`src/rtl/tcs_pkg.sv`:
```
package tcs_pkg;

    // ------------------------------------------------------------
    // register map (byte addresses, low address byte decoded)
    // ------------------------------------------------------------
    localparam logic [7:0] ADDR_CSC        = 8'h00;
    localparam logic [7:0] ADDR_CTRL       = 8'h04;
    localparam logic [7:0] ADDR_VALUE      = 8'h08;
    localparam logic [7:0] ADDR_COUNT      = 8'h0c;
    localparam logic [7:0] ADDR_MODULO     = 8'h10;
    localparam logic [7:0] ADDR_IRQ_STATUS = 8'h14;
    localparam logic [7:0] ADDR_IRQ_MASK   = 8'h18;

    // ------------------------------------------------------------
    // field positions
    // ------------------------------------------------------------
    localparam int CSC_FLAG_BIT   = 7;
    localparam int CSC_IE_BIT     = 6;
    localparam int CSC_MSH_BIT    = 5;
    localparam int CSC_MSL_BIT    = 4;
    localparam int CSC_ELS_HI     = 3;
    localparam int CSC_ELS_LO     = 2;
    localparam int CTRL_CENTER_PWM_SELECT_BIT = 0;
    localparam int CTRL_RUN_BIT   = 1;
    localparam int IRQ_EVENT_BIT  = 0;
    localparam int IRQ_WRAP_BIT   = 1;

    // ------------------------------------------------------------
    // widths, codes and reset values
    // ------------------------------------------------------------
    localparam int          CNT_W          = 16;
    localparam logic [1:0]  ELS_RELEASED   = 2'h0;
    localparam logic [1:0]  ELS_CAP_RISE   = 2'h1;
    localparam logic [1:0]  ELS_CAP_FALL   = 2'h2;
    localparam logic [1:0]  ELS_OC_TOGGLE  = 2'h1;
    localparam logic [1:0]  ELS_OC_CLEAR   = 2'h2;
    localparam logic [1:0]  ELS_RESET      = 2'h0;
    localparam logic [15:0] COUNT_RESET    = 16'h0000;
    localparam logic [15:0] VALUE_RESET    = 16'h0000;
    localparam logic [15:0] MODULO_RESET   = 16'hffff;
    localparam logic [1:0]  IRQ_RESET      = 2'h0;
    localparam logic [31:0] RDATA_RESET    = 32'h0000_0000;

    typedef enum logic [3:0] {
        MODE_CAPTURE    = 4'b0001,
        MODE_COMPARE    = 4'b0010,
        MODE_EDGE_PWM   = 4'b0100,
        MODE_CENTER_PWM = 4'b1000
    } tcs_mode_e;

    typedef enum logic [3:0] {
        DP_IDLE      = 4'b0001,
        DP_WRITE     = 4'b0010,
        DP_READ_WAIT = 4'b0100,
        DP_READ_DONE = 4'b1000
    } tcs_dp_e;

endpackage

```
`src/rtl/tcs_channel.sv`:
```
// Notes on behaviour
// - capture mode: active pin edge sets the channel event flag.
// - compare or edge pwm: counter equal to channel value sets the flag.
// - center pwm: every counter match with channel value sets the flag.
// - channel interrupt request while flag set and interrupt enable is 1.
// - flag clears only on read while set, then write of 0.
// - new event before clear write restarts the sequence; flag stays set.
// - reset clears flag; writing 1 to flag has no effect.
// - interrupt enable is read/write bit 6, cleared by reset.
// - center select 0 and mode high bit 1 selects edge pwm.
// - center select 0, mode high 0: mode low bit picks capture/compare.
// - edge/level field picks capture edge, compare action or pwm polarity.
// - edge/level field 0 releases the pin; no drive, no sensing.
// - released pin: compare matching and flag setting still work.
`timescale 1ns/1ns
`default_nettype none
module tcs_channel
    import tcs_pkg::*;
(
    input  wire logic        hclk,
    input  wire logic        hresetn,
    input  wire logic        hsel,
    input  wire logic [31:0] haddr,
    input  wire logic [1:0]  htrans,
    input  wire logic        hwrite,
    input  wire logic [2:0]  hsize,
    input  wire logic [31:0] hwdata,
    input  wire logic        hready,
    output logic             hreadyout,
    output logic             hresp,
    output logic [31:0]      hrdata,
    input  wire logic        ch_pin_in,
    output logic             ch_pin_out,
    output logic             ch_pin_oe,
    output logic             chan_irq,
    output logic             irq
);

    // ------------------------------------------------------------
    // bus data phase
    // ------------------------------------------------------------
    tcs_dp_e     dp_state;
    tcs_dp_e     next_dp_state;
    logic [7:0]  dp_addr;
    logic        accept;
    logic        wr_csc;
    logic        rd_csc;
    logic        rd_status;
    logic        wr_en;
    logic [31:0] rd_mux;

    // channel state
    logic              flag;
    logic              armed;
    logic              ie;
    logic              msh;
    logic              msl;
    logic [1:0]        els;
    logic              center_pwm_select;
    logic              run;
    logic [CNT_W-1:0]  value;
    logic [CNT_W-1:0]  count;
    logic [CNT_W-1:0]  modulo;
    logic              count_down;
    logic [1:0]        irq_status;
    logic [1:0]        irq_mask;
    tcs_mode_e         mode;
    logic              pin_s1;
    logic              pin_s2;
    logic              pin_s3;
    logic              cap_evt;
    logic              match_evt;
    logic              ch_event;
    logic              wrap_evt;
    logic              pwm_level;

    assign accept = hsel && htrans[1] && hready;
    assign hresp  = 1'b0;
    assign hreadyout = (dp_state != DP_READ_WAIT);
    assign wr_en     = (dp_state == DP_WRITE);
    assign wr_csc    = wr_en && (dp_addr == ADDR_CSC);
    assign rd_csc    = (dp_state == DP_READ_WAIT) && (dp_addr == ADDR_CSC);
    assign rd_status = (dp_state == DP_READ_WAIT) && (dp_addr == ADDR_IRQ_STATUS);

    always_comb
    begin
        case (dp_state)
            DP_READ_WAIT: next_dp_state = DP_READ_DONE;
            default:
            begin
                if (accept)
                    next_dp_state = hwrite ? DP_WRITE : DP_READ_WAIT;
                else
                    next_dp_state = DP_IDLE;
            end
        endcase
    end

    always_ff @(posedge hclk or negedge hresetn)
    begin
        if (!hresetn)
        begin
            dp_state <= DP_IDLE;
            dp_addr  <= 8'h00;
        end
        else
        begin
            dp_state <= next_dp_state;
            if (accept)
                dp_addr <= haddr[7:0];
        end
    end

    // read data is latched in the wait cycle, so a write just before is seen
    always_comb
    begin
        rd_mux = 32'h0000_0000;
        if (dp_addr == ADDR_CSC)
            rd_mux = {24'h000000, flag, ie, msh, msl, els, 2'b00};
        else if (dp_addr == ADDR_CTRL)
            rd_mux = {30'h00000000, run, center_pwm_select};
        else if (dp_addr == ADDR_VALUE)
            rd_mux = {16'h0000, value};
        else if (dp_addr == ADDR_COUNT)
            rd_mux = {16'h0000, count};
        else if (dp_addr == ADDR_MODULO)
            rd_mux = {16'h0000, modulo};
        else if (dp_addr == ADDR_IRQ_STATUS)
            rd_mux = {30'h00000000, irq_status};
        else if (dp_addr == ADDR_IRQ_MASK)
            rd_mux = {30'h00000000, irq_mask};
    end

    always_ff @(posedge hclk or negedge hresetn)
    begin
        if (!hresetn)
            hrdata <= RDATA_RESET;
        else if (dp_state == DP_READ_WAIT)
            hrdata <= rd_mux;
    end

    // ------------------------------------------------------------
    // control registers
    // ------------------------------------------------------------
    always_ff @(posedge hclk or negedge hresetn)
    begin
        if (!hresetn)
        begin
            ie       <= 1'b0;
            msh      <= 1'b0;
            msl      <= 1'b0;
            els      <= ELS_RESET;
            center_pwm_select    <= 1'b0;
            run      <= 1'b0;
            modulo   <= MODULO_RESET;
            irq_mask <= IRQ_RESET;
        end
        else if (wr_en)
        begin
            if (dp_addr == ADDR_CSC)
            begin
                ie  <= hwdata[CSC_IE_BIT];
                msh <= hwdata[CSC_MSH_BIT];
                msl <= hwdata[CSC_MSL_BIT];
                els <= hwdata[CSC_ELS_HI:CSC_ELS_LO];
            end
            else if (dp_addr == ADDR_CTRL)
            begin
                center_pwm_select <= hwdata[CTRL_CENTER_PWM_SELECT_BIT];
                run   <= hwdata[CTRL_RUN_BIT];
            end
            else if (dp_addr == ADDR_MODULO)
                modulo <= hwdata[CNT_W-1:0];
            else if (dp_addr == ADDR_IRQ_MASK)
                irq_mask <= hwdata[1:0];
        end
    end

    always_comb
    begin
        if (center_pwm_select)
            mode = MODE_CENTER_PWM;
        else if (msh)
            mode = MODE_EDGE_PWM;
        else if (msl)
            mode = MODE_COMPARE;
        else
            mode = MODE_CAPTURE;
    end

    // ------------------------------------------------------------
    // counter
    // ------------------------------------------------------------
    always_ff @(posedge hclk or negedge hresetn)
    begin
        if (!hresetn)
        begin
            count      <= COUNT_RESET;
            count_down <= 1'b0;
        end
        else if (run)
        begin
            if (modulo == COUNT_RESET)
            begin
                count      <= COUNT_RESET;
                count_down <= 1'b0;
            end
            else if (mode != MODE_CENTER_PWM)
            begin
                count_down <= 1'b0;
                count      <= (count >= modulo) ? COUNT_RESET : count + 16'h0001;
            end
            else if (!count_down && count >= modulo)
            begin
                count_down <= 1'b1;
                count      <= count - 16'h0001;
            end
            else if (count_down && count == COUNT_RESET)
            begin
                count_down <= 1'b0;
                count      <= count + 16'h0001;
            end
            else
                count <= count_down ? count - 16'h0001 : count + 16'h0001;
        end
    end

    assign wrap_evt = run && ((mode == MODE_CENTER_PWM) ? (count_down && count == COUNT_RESET)
                                                        : (count >= modulo));

    // ------------------------------------------------------------
    // channel events
    // ------------------------------------------------------------
    always_ff @(posedge hclk or negedge hresetn)
    begin
        if (!hresetn)
        begin
            pin_s1 <= 1'b0;
            pin_s2 <= 1'b0;
            pin_s3 <= 1'b0;
        end
        else
        begin
            pin_s1 <= ch_pin_in;
            pin_s2 <= pin_s1;
            pin_s3 <= pin_s2;
        end
    end

    assign cap_evt = (mode == MODE_CAPTURE) && (els != ELS_RELEASED)
                   && ((els != ELS_CAP_FALL && pin_s2 && !pin_s3)
                   ||  (els != ELS_CAP_RISE && !pin_s2 && pin_s3));
    // match in compare, edge pwm or center pwm
    assign match_evt = run && (mode != MODE_CAPTURE) && (count == value);
    assign ch_event  = cap_evt || match_evt;

    always_ff @(posedge hclk or negedge hresetn)
    begin
        if (!hresetn)
            value <= VALUE_RESET;
        else if (cap_evt)
            value <= count;
        else if (wr_en && dp_addr == ADDR_VALUE)
            value <= hwdata[CNT_W-1:0];
    end

    // write of 1 leaves flag alone
    always_ff @(posedge hclk or negedge hresetn)
    begin
        if (!hresetn)
            flag <= 1'b0;
        else if (ch_event)
            flag <= 1'b1;
        else if (wr_csc && armed && !hwdata[CSC_FLAG_BIT])
            flag <= 1'b0;
    end

    always_ff @(posedge hclk or negedge hresetn)
    begin
        if (!hresetn)
            armed <= 1'b0;
        else if (ch_event)
            armed <= 1'b0;
        else if (rd_csc && flag)
            armed <= 1'b1;
        else if (wr_csc)
            armed <= 1'b0;
    end

    assign chan_irq = flag && ie;

    // ------------------------------------------------------------
    // interrupt status, read clears, set wins
    // ------------------------------------------------------------
    always_ff @(posedge hclk or negedge hresetn)
    begin
        if (!hresetn)
            irq_status <= IRQ_RESET;
        else
        begin
            irq_status[IRQ_EVENT_BIT] <= ch_event || (irq_status[IRQ_EVENT_BIT] && !rd_status);
            irq_status[IRQ_WRAP_BIT]  <= wrap_evt || (irq_status[IRQ_WRAP_BIT] && !rd_status);
        end
    end

    assign irq = |(irq_status & irq_mask);

    // ------------------------------------------------------------
    // pin drive
    // ------------------------------------------------------------
    // polarity, low-true when low bit set
    assign pwm_level = (count < value) ^ els[0];

    always_ff @(posedge hclk or negedge hresetn)
    begin
        if (!hresetn)
            ch_pin_out <= 1'b0;
        else if (mode == MODE_EDGE_PWM || mode == MODE_CENTER_PWM)
            ch_pin_out <= pwm_level;
        else if (mode == MODE_COMPARE && match_evt)
        begin
            if (els == ELS_OC_TOGGLE)
                ch_pin_out <= !ch_pin_out;
            else if (els == ELS_OC_CLEAR)
                ch_pin_out <= 1'b0;
            else
                ch_pin_out <= 1'b1;
        end
    end

    // pin released when field is zero
    always_ff @(posedge hclk or negedge hresetn)
    begin
        if (!hresetn)
            ch_pin_oe <= 1'b0;
        else
            ch_pin_oe <= (els != ELS_RELEASED) && (mode != MODE_CAPTURE);
    end

    // ------------------------------------------------------------
    // checks
    // ------------------------------------------------------------
    a_capture_sets_flag: assert property (@(posedge hclk) disable iff (!hresetn)
        cap_evt |=> flag && irq_status[IRQ_EVENT_BIT])
        else $error("capture edge did not set flag");
    a_match_sets_flag: assert property (@(posedge hclk) disable iff (!hresetn)
        (run && mode != MODE_CAPTURE && mode != MODE_CENTER_PWM && count == value) |=> flag)
        else $error("compare match did not set flag");
    a_center_match_flag: assert property (@(posedge hclk) disable iff (!hresetn)
        (run && mode == MODE_CENTER_PWM && count == value) |=> flag)
        else $error("center pwm match did not set flag");
    a_irq_request: assert property (@(posedge hclk) disable iff (!hresetn)
        ($rose(flag) && ie) |-> chan_irq)
        else $error("channel irq missing");
    a_clear_sequence: assert property (@(posedge hclk) disable iff (!hresetn)
        $fell(flag) |-> $past(wr_csc) && $past(armed) && !$past(hwdata[CSC_FLAG_BIT]))
        else $error("flag cleared without read then write 0");
    a_event_restarts: assert property (@(posedge hclk) disable iff (!hresetn)
        (ch_event && wr_csc) |=> flag && !armed)
        else $error("event lost by clear write");
    a_write_one_keeps: assert property (@(posedge hclk) disable iff (!hresetn)
        (wr_csc && flag && hwdata[CSC_FLAG_BIT]) |=> flag)
        else $error("writing 1 cleared flag");
    a_ie_writable: assert property (@(posedge hclk) disable iff (!hresetn)
        wr_csc |=> ie == $past(hwdata[CSC_IE_BIT]))
        else $error("interrupt enable not written");
    a_edge_pwm_mode: assert property (@(posedge hclk) disable iff (!hresetn)
        (!center_pwm_select && msh) |-> mode == MODE_EDGE_PWM)
        else $error("edge pwm mode not selected");
    a_pin_released: assert property (@(posedge hclk) disable iff (!hresetn)
        (els == ELS_RELEASED) [*2] |-> !ch_pin_oe)
        else $error("released pin still driven");
    a_capture_value: assert property (@(posedge hclk) disable iff (!hresetn)
        cap_evt |=> value == $past(count))
        else $error("capture did not copy counter");

endmodule
`default_nettype wire

```
`config.mk`:
```
export PLATFORM = sky130hd
export DESIGN_NAME = tcs_channel
export DESIGN_NICKNAME = d
export VERILOG_FILES = /design/src/rtl/tcs_pkg.sv /design/src/rtl/tcs_channel.sv
export SDC_FILE = /design/constraint.sdc
export NUM_CORES = 1
export LEC_CHECK = 0
export BUFFER_PORTS_ARGS = -buffer_cell sky130_fd_sc_hd__buf_2
export CELL_PAD_IN_SITES_DETAIL_PLACEMENT = 1
export CELL_PAD_IN_SITES_GLOBAL_PLACEMENT = 2
export CORE_MARGIN = 2
export CORE_UTILIZATION = 28
export DETAILED_ROUTE_END_ITERATION = 8
export GPL_TIMING_DRIVEN = 0
export PLACE_DENSITY_LB_ADDON = 0.1
export SETUP_SLACK_MARGIN = 0.05
export SYNTH_ARGS = -nofsm -noshare
export SYNTH_HDL_FRONTEND = slang
export SYNTH_SLANG_ARGS = --single-unit
```
`constraint.sdc`:
```
create_clock -name hclk -period 8.14 [get_ports hclk]
set_input_delay 2.442 -clock hclk [delete_from_list [all_inputs] [get_ports hclk]]
set_output_delay 2.442 -clock hclk [all_outputs]
set_load 0.03 [all_outputs]
```
Yosys cells after proc, flatten, opt, wreduce, memory -nomap -nowiden --
Index checks and enable logic that the tools add are counted.
Storage, ports and cells: register bits after elaboration 111, bits of input ports 75
Cells by class: add/sub/neg operators 2, order comparisons 2, equality and inequality tests 20, muxes and demuxes 35, bitwise logic cells 5, reductions and logical operators 51
Operators by type and width (number):
- 16-bit 2-to-1 mux | 11
- 32-bit 2-to-1 mux | 2
- 16-bit logical NOT | 2
- 1-bit logical AND | 25
- 8-bit by 5-bit equality test with 1-bit output (second input constant) | 3
- 16-bit by 1-bit adder with 16-bit output (second input constant) | 1
- 16-bit equality test | 1
- 8-bit by 4-bit equality test with 1-bit output (second input constant) | 2
- 16-bit >= comparator | 1
- 16-bit < comparator | 1
- 16-bit by 1-bit subtractor with 16-bit output (second input constant) | 1
- 1-bit 2-to-1 mux | 14
- 3-bit 2-to-1 mux | 3
- 4-bit by 2-bit equality test with 1-bit output (second input constant) | 2
- 4-bit by 3-bit equality test with 1-bit output (second input constant) | 2
- 8-bit by 3-bit equality test with 1-bit output (second input constant) | 1
- 8-bit logical NOT | 1
- 4-bit 2-to-1 mux | 2
- 2-bit nonzero test | 4
- 1-bit logical NOT | 6
- 2-bit 2-to-1 mux | 3
- 1-bit logical OR | 5
- 5-bit AND reduction | 1
- 4-bit by 1-bit equality test with 1-bit output (second input constant) | 1
- other kinds (17) | 20

Longest topological paths before layout --
Gate-level depths: netlist (run 1).
word-level depth 9, gate-level depth with buffers 10, mapped depth without buffers 9

Worst setup path before layout (run 1) --
OpenSTA, ideal clock, no wires.
path type flip-flop to output port, start register dp_state[1], end output hreadyout, data arrival time 1.469 ns, setup slack 4.229 ns, cell stages (with the launch flop) 4, path buffers 2, path through dfrtp_1 > or4b_2 > clkbuf_1 > clkbuf_1
Between the ends: cells in the longest elaborated chain, start to end 1
Ends and longest elaborated chain:
- from (decl) | RTL line tcs_channel.sv:42 | tcs_dp_e dp_state;
- from (signal assigned) | RTL line tcs_channel.sv:108 | dp_state <= next_dp_state;
- 4-bit by 3-bit inequality test with 1-bit output | RTL line tcs_channel.sv:79 | assign hreadyout = (dp_state != DP_READ_WAIT);
- to (decl) | RTL line tcs_channel.sv:29 | output logic hreadyout,
Every way passes these cells.

Final worst setup path (run 1) --
Ends and elaborated chain as after synthesis.

==> flow_metrics.py, run 1 <==
metrics = {
    "layout": {
        "final_cell_mix": "78 x dfrtp_1, 56 x buf_2, 44 x inv_1, 43 x nand2_1, 38 x o21ai_0",
        "final_common_cell": "dfrtp_1",
        "fill_cells": 2377,
        "antenna_cells": 0,
        "design_area_mm2": 0.006839,
        "area_growth_pct": 16.87,
        "fin_nets": 799,
        "drive_gt1_frac": 0.2190,
    },
    "synthesis": {
        "yosysUniqueCellTypes": 62,
        "synth_top_area_frac": 0.3335,
        "synth_cells": 610,
        "yosysWarnings": 0,
        "ys_ff_latch": 95,
        "syn-cell-area_mm2": 0.005852,
        "ys_async_sr_fraction": 1.000,
        "synthFlopType": "dfrtp_1",
        "synthTopCellsByArea": "dfrtp_1 33%, dfstp_2 7.6%, ha_1 7.5%",
        "yosys.area.top_type": "dfrtp_1",
        "synth_edf_count": 0,
        "avgSynthCellArea_um2": 9.593,
        "ys_seq_area_frac": 0.4099,
    },
    "pwr": {
        "p_per_area_mw_per_mm2": 226.0,
        "leakagePower_nw": 3.134,
        "peakVddDrop_v": 0.0001186,
    },
    "global_routing": {
        "grt_pass1_vias": 5329,
        "grt_first_pass_wirelength_um": 31460,
        "antenna_found_initial": 0,
        "overflow": 0,
        "grt_max_degree": 63,
        "track_usage": 0.1857,
    },
    "clocking": {
        "htreeDepth": 3,
        "cts_buffers": 9,
        "clock_sinks": 95,
        "cts_max_path_buffers": 2,
        "cts-hold-fix-buffers": 0,
        "cts_resized": 0,
        "clkTransAtPathRegs_ns": 0.07,
        "clock_latency_ns": 0.36,
        "cts_tree": "built",
        "cts_setup_buffers": 0,
        "cts_root_buffer": "clkbuf_16",
    },
    "place": {
        "dpl.hpwl_um": 15270,
        "dpl_worst_slack_ns": 3.867,
        "place.port_buffers": 51,
        "place_congestion": 0.8266,
        "dpl-instance-area_mm2": 0.006535,
    },
    "route": {
        "via_count": 4978,
        "wirelength_um": 19790,
        "vias_per_cell": 5.164,
        "remaining_drc_errors": 0,
        "dr.first_iter.drc_count": 187,
        "firstDrtPassIters": 5,
        "final_antenna_net_count": 0,
        "routedWlPerCell_um": 20.53,
    },
    "sta": {
        "finalMaxSlewViolations": 0,
        "holdWs_ns": 0.3479,
        "maxSlewHeadroom": 0.3221,
        "timing.fmax_mhz": 216.3,
        "tightest_slew_ns": 1.003,
        "setup_viol": 0,
        "period_share": 0.5679,
        "setup_slack_ns": 3.517,
        "finClkSkew_ns": 0.01155,
        "post-route-min-period_ns": 4.623,
        "rsz0062_at_grt": "no",
        "setup_tns_ns": 0,
        "finalHoldViolCount": 0,
    },
    "floorplanning": {
        "start_util": 0.2874,
        "fp.dieArea_mm2": 0.02207,
        "ios": 113,
        "num_rows": 52,
        "die_h_um": 148.6,
        "core_mm2": 0.02036,
        "die_w_um": 148.6,
    },
    "min_path": {
        "min_path_type": "register to register",
    },
    "critical_path": {
        "path_cells": "or4b_2, clkbuf_1, clkbuf_1, buf_2",
        "criticalPathCategory": "register to output port",
        "cpPeakStageDelay_ns": 0.65,
        "crit_buf_inv": 3,
        "cp_slowest_cell": "or4b_2",
        "cp.arrival_ns": 2.18,
        "crit_top_cell": "clkbuf_1",
        "critPathTopFamily": "buffers and inverters",
        "worstPathMaxFanout": 10,
        "critPathLaunchType": "register",
        "critical_path_required_ns": 5.70,
        "end_kind": "output port",
    },
    "job": {
        "max_cap_violations": 0,
    },
    "status": {
        "outcome": "completed",
    },
}
-- area by class of cell --
class,instances,area [um^2],share of cell area
tap,270,337.8,0.04940
timing repair buffer,52,285.3,0.04171
clock inverter,7,78.83,0.01153
multi-input combinational,437,3082,0.4506
sequential,95,2399,0.3507
inverter,44,165.2,0.02415
buffer,50,266.5,0.03897
clock buffer,9,225.2,0.03293
-- synth_stat cells, types with 6 or more instances --
| cell | instances |
|---|---|
| nand4_1 | 8 |
| inv_1 | 44 |
| nand2_1 | 43 |
| nand3_1 | 14 |
| or4_1 | 7 |
| clkbuf_1 | 24 |
| a31oi_1 | 11 |
| nor2_1 | 36 |
| and2_1 | 11 |
| buf_2 | 6 |
| and4_1 | 6 |
| mux2i_1 | 19 |
| o21ai_0 | 38 |
| a222oi_1 | 12 |
| a21o_1 | 7 |
| mux2_2 | 32 |
| buf_4 | 17 |
| ha_1 | 35 |
| and3_1 | 8 |
| a21oi_1 | 36 |
| nor2b_1 | 9 |
| nor4_1 | 9 |
| dfstp_2 | 17 |
| dfrtp_1 | 78 |
| nor3_1 | 10 |
-- state kept, by name, summed over array words and instances (netlist names), 2 cells and up --
register and count:
count 16, hrdata 16, modulo 16, value 16, dp_addr 8, dp_state 4, els 2, irq_mask 2
irq_status 2
-- through the flow --
step,instances,util,power [mW]
floorplan,626,-,0.9303
global placement,947,0.3194,1.090
detailed placement,948,0.3209,1.107
CTS,964,0.3358,1.571
global route,964,0.3358,1.657
finish,964,0.3358,1.545
-- path summary, 6_finish.rpt --
| kind | startpoint | slack, ns | endpoint | depth (start not counted) |
|---|---|---|---|---|
| worst min register to register | pin_s1 | 0.35 | pin_s2 | 0 |
| min in group asynchronous | hresetn | 2.05 | pin_s2 | 1 |
| max in group asynchronous | hresetn | 5.34 | modulo[14] | 2 |
| worst max register to register | count[0] | 4.62 | count[4] | 10 |
| worst max-delay path | dp_state[1] | 3.52 | hreadyout | 4 |
| worst min-delay path | pin_s1 | 0.35 | pin_s2 | 0 |
-- power by group --
part	total (mW)	switching, mW	internal [mW]
clock	0.449	0.206	0.242
sequential	0.625	0.0925	0.532
combinational	0.472	0.287	0.185
total	1.55	0.586	0.960
-- metal layers --
metal  vias to the layer above  global-route usage  routed length (um)
li1                       2366                   -                   -
met1                      2497              0.2419                8887
met2                        92              0.3285               10070
met3                        23             0.02423                 596
met4                         0             0.04238                 239
met5                         -                   0                   0
-- cells by family after synthesis --
logic type                 after synthesis  share of synthesized area
and+or+nand+nor                        182                     0.1666
AOI/OAI and AO/OA                      151                     0.1764
DFF                                     95                     0.4099
buffers and inverters                   94                    0.07377
muxes                                   52                    0.09793
adders and majority gates               35                    0.07483
other                                    1                  0.0006408
Note: power is estimated with default switching activity, not from simulation.
==> run 2: changes to the inputs <==
==> constraint.sdc (replaced) <==
create_clock -name hclk -period 3.8 [get_ports hclk]
set_input_delay 1.14 -clock hclk [delete_from_list [all_inputs] [get_ports hclk]]
set_output_delay 1.14 -clock hclk [all_outputs]
set_load 0.03 [all_outputs]
==> run 2 against run 1 <==
Sequential share of layout area barely moved. Combinational power rose by 110%. Worst setup slack got worse by 3.1 ns. Total power rose by 110%. Critical path depth rose by 6. Largest power group unchanged.
==> flow_metrics.py, run 2 (synthesized netlist as in run 1, its figures left out) <==
metrics = {
    "status": {
        "outcome": "completed",
    },
    "place": {
        "place_inst": 948,
        "dpl_worst_slack_ns": 0.3052,
        "place.port_buffers": 51,
        "dpl.hpwl_um": 15270,
        "place_congestion": 0.8266,
    },
    "route": {
        "wirelength_um": 19800,
        "route.met3.wl_um": 496,
        "dr_wl_met2_um": 10030,
        "wl_met1_um": 9019,
        "vias_per_cell": 5.171,
        "dr.first_iter.drc_count": 192,
        "firstDrtPassIters": 5,
        "final_antenna_net_count": 0,
        "highest_layer": "met4",
        "remaining_drc_errors": 0,
        "via_count": 4985,
        "routedWlPerCell_um": 20.53,
    },
    "floorplanning": {
        "core_mm2": 0.02036,
        "die_h_um": 148.6,
        "num_rows": 52,
        "die_w_um": 148.6,
        "fp.dieArea_mm2": 0.02207,
        "ios": 113,
        "start_util": 0.2874,
    },
    "pwr": {
        "power_mw": 3.315,
        "seqPwrFrac": 0.404,
        "p_per_area_mw_per_mm2": 484.5,
        "peakVddDrop_v": 0.0002549,
        "p_comb_frac": 0.306,
        "p_sw_mw": 1.257,
        "switching_share": 0.3793,
        "p_int_mw": 2.058,
        "clockPowerShare": 0.291,
        "leakagePower_nw": 3.141,
    },
    "critical_path": {
        "end_kind": "register",
        "cp.arrival_ns": 3.64,
        "path_cells": "inv_1, ha_1, nand2b_1, a2111oi_0, o21ai_1, a221oi_2, nand3_1, clkbuf_2, a211o_1, o21ai_0",
        "cpPeakStageDelay_ns": 0.51,
        "criticalPathCategory": "register to register",
        "crit_buf_inv": 2,
        "cp_slowest_cell": "dfrtp_1",
        "critical_path_required_ns": 4.07,
        "critPathTopFamily": "compound AO/OA/AOI/OAI gates",
        "critPathLaunchType": "register",
        "worstPathMaxFanout": 10,
    },
    "sta": {
        "finalHoldViolCount": 0,
        "period_share": 0.8852,
        "finClkSkew_ns": 0.01156,
        "maxSlewHeadroom": 0.3248,
        "rsz0062_at_grt": "no",
        "post-route-min-period_ns": 3.364,
        "finalMaxSlewViolations": 0,
        "timing.fmax_mhz": 297.3,
        "tightest_slew_ns": 0.9988,
        "setup_slack_ns": 0.4361,
        "setup_tns_ns": 0,
        "setup_viol": 0,
    },
    "global_routing": {
        "antenna_found_initial": 0,
        "grt_max_degree": 63,
        "grt_pass1_vias": 5329,
        "grt_first_pass_wirelength_um": 31460,
        "track_usage": 0.1857,
        "overflow": 0,
    },
    "layout": {
        "fin_nets": 799,
        "area_growth_pct": 16.91,
        "antenna_cells": 0,
        "drive_gt1_frac": 0.2219,
        "final_common_cell": "dfrtp_1",
        "final_cell_mix": "78 x dfrtp_1, 56 x buf_2, 44 x inv_1, 43 x nand2_1, 37 x o21ai_0",
        "fin_cells": 964,
    },
    "clocking": {
        "cts_root_buffer": "clkbuf_16",
        "clock_latency_ns": 0.36,
        "clkTransAtPathRegs_ns": 0.07,
        "cts_buffers": 9,
        "cts_max_path_buffers": 2,
        "cts-hold-fix-buffers": 0,
        "htreeDepth": 3,
        "cts_tree": "built",
        "clock_sinks": 95,
    },
    "min_path": {
        "min_path_type": "register to register",
    },
    "job": {
        "max_cap_violations": 0,
    },
}
run 2: layer usage:
metal,vias up,global-route usage
met5,-,0
met2,86,0.3285
li1,2367,-
met1,2512,0.2419
met3,20,0.02423
met4,0,0.04238
run 2: worst paths after layout:
path,start,to,slack [ns],cells past startpoint
max in group asynchronous,hresetn,modulo[14],2.30,2
min in group asynchronous,hresetn,pin_s2,0.75,1
max,count[0],count[4],0.44,10
max reg2reg,count[0],count[4],0.44,10
min reg2reg,pin_s1,pin_s2,0.35,0
min,pin_s1,pin_s2,0.35,0
run 2: power by group through the flow:
| stage | clock network, mW | registers, mW | logic (mW) |
|---|---|---|---|
| after detailed placement | 0 | 1.36 | 1.01 |
| after floorplan | 0 | 1.30 | 0.693 |
| after global routing | 1.04 | 1.36 | 1.15 |
| after CTS | 1.00 | 1.34 | 1.02 |
| after global placement | 0 | 1.36 | 0.977 |
| final | 0.963 | 1.34 | 1.01 |
run 2: cell type report:
cell class / count / area, um^2
Sequential cell: 95 / 2399
Tap cell: 270 / 337.8
Fill cell: 2376 / 13520
Clock buffer: 9 / 225.2
Buffer: 50 / 269.0
Clock inverter: 7 / 78.83
Timing Repair Buffer: 52 / 285.3
Multi-Input combinational cell: 437 / 3082
Inverter: 44 / 165.2
run 2: repair_timing:
item / 4_1_cts / 5_1_grt
setup endpoints to repair: 0 / 12
endpoints found under the hold margin: 0 / 0
resized for setup: 0 / 5
buffers inserted: 0 / 0
run 2: through the flow:
stage	cell area (um^2)	utilization	hold slack [ns]
6_report	6842	0.3360	0.3484
5_1_grt	6842	0.3360	0.3619
4_1_cts	6839	0.3358	0.3521
3_5_place_dp	6535	0.3209	0.3365
3_3_place_gp	6505	0.3194	0.3399
2_1_floorplan	5912	-	0.3312
==> run 3: changes to the inputs <==
--- a/config.mk
+++ b/config.mk
@@ -5,11 +5,12 @@
 export SDC_FILE = /design/constraint.sdc
 export NUM_CORES = 1
 export LEC_CHECK = 0
+export ABC_AREA = 1
 export BUFFER_PORTS_ARGS = -buffer_cell sky130_fd_sc_hd__buf_2
 export CELL_PAD_IN_SITES_DETAIL_PLACEMENT = 1
 export CELL_PAD_IN_SITES_GLOBAL_PLACEMENT = 2
 export CORE_MARGIN = 2
-export CORE_UTILIZATION = 28
+export CORE_UTILIZATION = 29
 export DETAILED_ROUTE_END_ITERATION = 8
 export GPL_TIMING_DRIVEN = 0
 export PLACE_DENSITY_LB_ADDON = 0.1
==> run 3 against run 2 <==
Global-route usage rose by 0.74 points. Sequential power shrank 7%. Via count up 17%. Maximum frequency is 3.0% higher. Clock power increased by 0.5%. Flip-flop and latch count is the same. First-iteration DRC count increased by 5.7%. Critical path type is now register to output port. Largest cell class unchanged.
==> flow_metrics.py, run 3 <==
metrics = {
    "status": {
        "outcome": "completed",
    },
    "global_routing": {
        "overflow": 0,
        "grt_pass1_vias": 6037,
        "antenna_found_initial": 0,
        "track_usage": 0.1931,
        "grt_first_pass_wirelength_um": 35110,
        "grt_max_degree": 68,
    },
    "sta": {
        "setup_tns_ns": 0,
        "timing.fmax_mhz": 306.2,
        "finalHoldViolCount": 0,
        "maxSlewHeadroom": 0.4731,
        "holdWs_ns": 0.3758,
        "tightest_slew_ns": 0.7832,
        "rsz0062_at_grt": "no",
        "setup_slack_ns": 0.5346,
        "setup_viol": 0,
        "finalMaxSlewViolations": 0,
        "finClkSkew_ns": 0.007324,
        "period_share": 0.8593,
        "post-route-min-period_ns": 3.265,
    },
    "min_path": {
        "min_path_type": "register to register",
        "min_path_cells": 0,
        "min-delay-start": "pin_s1",
        "hold-path-endpoint": "pin_s2",
    },
    "floorplanning": {
        "die_w_um": 153.4,
        "core_mm2": 0.02189,
        "fp.dieArea_mm2": 0.02352,
        "num_rows": 54,
        "start_util": 0.2955,
        "die_h_um": 153.4,
        "ios": 113,
    },
    "critical_path": {
        "worstRegToRegCells": 7,
        "criticalPathCategory": "register to output port",
        "critPathTopFamily": "buffers and inverters",
        "path_cells": "nor2_1, nand3_1, clkbuf_1, buf_2",
        "crit_buf_inv": 2,
        "cp.arrival_ns": 2.13,
        "critPathLaunchType": "register",
        "r2r_slack_ns": 1.35,
        "cp_slowest_cell": "dfstp_2",
        "worstPathMaxFanout": 10,
        "critical_path_required_ns": 2.66,
        "startpoint": "dp_state[0]",
        "reg2reg_from": "count[0]",
        "rr_endpoint": "armed",
        "end_kind": "output port",
        "cpPeakStageDelay_ns": 0.56,
    },
    "synthesis": {
        "synth_top_area_frac": 0.3017,
        "ys_async_sr_fraction": 1.000,
        "avgSynthCellArea_um2": 7.334,
        "synth_most_common_cell": "nand2_1",
        "synth_commonest_cells": "225 x nand2_1, 99 x inv_1, 78 x dfrtp_1",
        "synth_edf_count": 0,
        "synthTopCellsByArea": "dfrtp_1 30%, nand2_1 13%, dfstp_2 6.9%",
        "synth_cells": 882,
        "ys_ff_latch": 95,
        "yosys.area.top_type": "dfrtp_1",
        "yosysWarnings": 0,
        "ys_seq_area_frac": 0.3708,
        "yosysUniqueCellTypes": 45,
        "synthFlopType": "dfrtp_1",
        "syn-cell-area_mm2": 0.006469,
    },
    "pwr": {
        "clockPowerShare": 0.261,
        "switching_share": 0.4200,
        "leakagePower_nw": 4.059,
        "seqPwrFrac": 0.336,
        "p_sw_mw": 1.558,
        "p_comb_frac": 0.403,
        "p_int_mw": 2.152,
        "p_per_area_mw_per_mm2": 496.7,
        "power_mw": 3.710,
        "peakVddDrop_v": 0.0002131,
    },
    "clocking": {
        "cts_tree": "built",
        "clock_sinks": 95,
        "clkTransAtPathRegs_ns": 0.07,
        "cts-hold-fix-buffers": 0,
        "cts_setup_buffers": 0,
        "cts_resized": 0,
        "cts_root_buffer": "clkbuf_16",
        "cts_max_path_buffers": 2,
        "clock_latency_ns": 0.36,
        "htreeDepth": 3,
        "cts_buffers": 9,
    },
    "route": {
        "remaining_drc_errors": 0,
        "firstDrtPassIters": 4,
        "dr.first_iter.drc_count": 203,
        "via_count": 5854,
        "wirelength_um": 22070,
        "routedWlPerCell_um": 17.72,
        "vias_per_cell": 4.698,
        "final_antenna_net_count": 0,
    },
    "job": {
        "max_cap_violations": 0,
    },
    "place": {
        "place_congestion": 0.7862,
        "place.port_buffers": 51,
        "dpl.hpwl_um": 17580,
        "place_inst": 1230,
        "dpl-instance-area_mm2": 0.007164,
        "dpl_worst_slack_ns": 0.8317,
    },
    "layout": {
        "final_cell_mix": "225 x nand2_1, 99 x inv_1, 78 x dfrtp_1, 66 x buf_2",
        "ff_latch_area_mm2": 0.002399,
        "multiInputGateArea_mm2": 0.003397,
        "drive_gt1_frac": 0.1781,
        "utilization": 0.3412,
        "design_area_mm2": 0.007470,
        "fin_cells": 1246,
        "fin_nets": 1071,
        "area_growth_pct": 15.47,
        "final_common_cell": "nand2_1",
        "fill_cells": 2752,
        "antenna_cells": 0,
    },
}
run 3: cell count changes in the layout (fill, tap and decap cells not counted), moves of 15 or more:
cell     change
nand2_1    +182
o21ai_1     +59
inv_1       +55
nand3_1     +46
mux2_2      -32
nor2_1      +21
mux2i_1     -19
xor2_1      +18
o21ai_0     +15
run 3: logic make-up after synthesis:
group | share of synthesized area
DFF | 0.3708
other | 0.0005797
adders and majority gates | 0.06770
AOI/OAI and AO/OA | 0.1364
buffers and inverters | 0.1133
and+or+nand+nor | 0.2841
xor gates and xnor gates | 0.02708
run 3: routing by layer:
| metal | up-vias | part of all wire | track usage |
|---|---|---|---|
| li1 | 2976 | - | - |
| met3 | 12 | 0.025 | 0.02098 |
| met2 | 64 | 0.46 | 0.3161 |
| met4 | 0 | 0.011 | 0.05024 |
| met1 | 2802 | 0.50 | 0.2722 |
| met5 | - | 0 | 0 |
run 3: worst reg2reg max path, stage by stage (launching register included):
cell	delay, ns
dfrtp_1	0.51
inv_1	0.24
ha_1	0.33
nand4_1	0.14
nor4_1	0.63
a31oi_1	0.29
o21ai_0	0.15
inv_1	0.06
run 3: area by class of cell:
cell class	count	area share
repair buffers	52	0.03819
well taps	280	0.04690
clock buffers	10	0.03199
flip-flops and latches	95	0.3211
plain buffers	53	0.04439
clock inverters	6	0.008878
inverters	107	0.05377
multi-input cells	643	0.4548
run 3: how the worst max path moves through the flow:
stage                      endpoint  slack [ns]  depth (start not counted)
after global placement    value[10]        0.46                          1
after global routing      hreadyout        0.36                          4
final                     hreadyout        0.53                          4
after floorplan           hreadyout        1.40                          3
after detailed placement  hreadyout        0.83                          4
after CTS                 hreadyout        0.43                          4
run 3: power groups by stage:
stage / clock [mW] / sequential [mW] / combinational [mW]
after detailed placement: 0 / 1.27 / 1.52
after floorplan: 0 / 1.25 / 1.07
after global placement: 0 / 1.27 / 1.50
after CTS: 0.989 / 1.25 / 1.52
after global routing: 1.03 / 1.27 / 1.71
final: 0.968 / 1.25 / 1.49
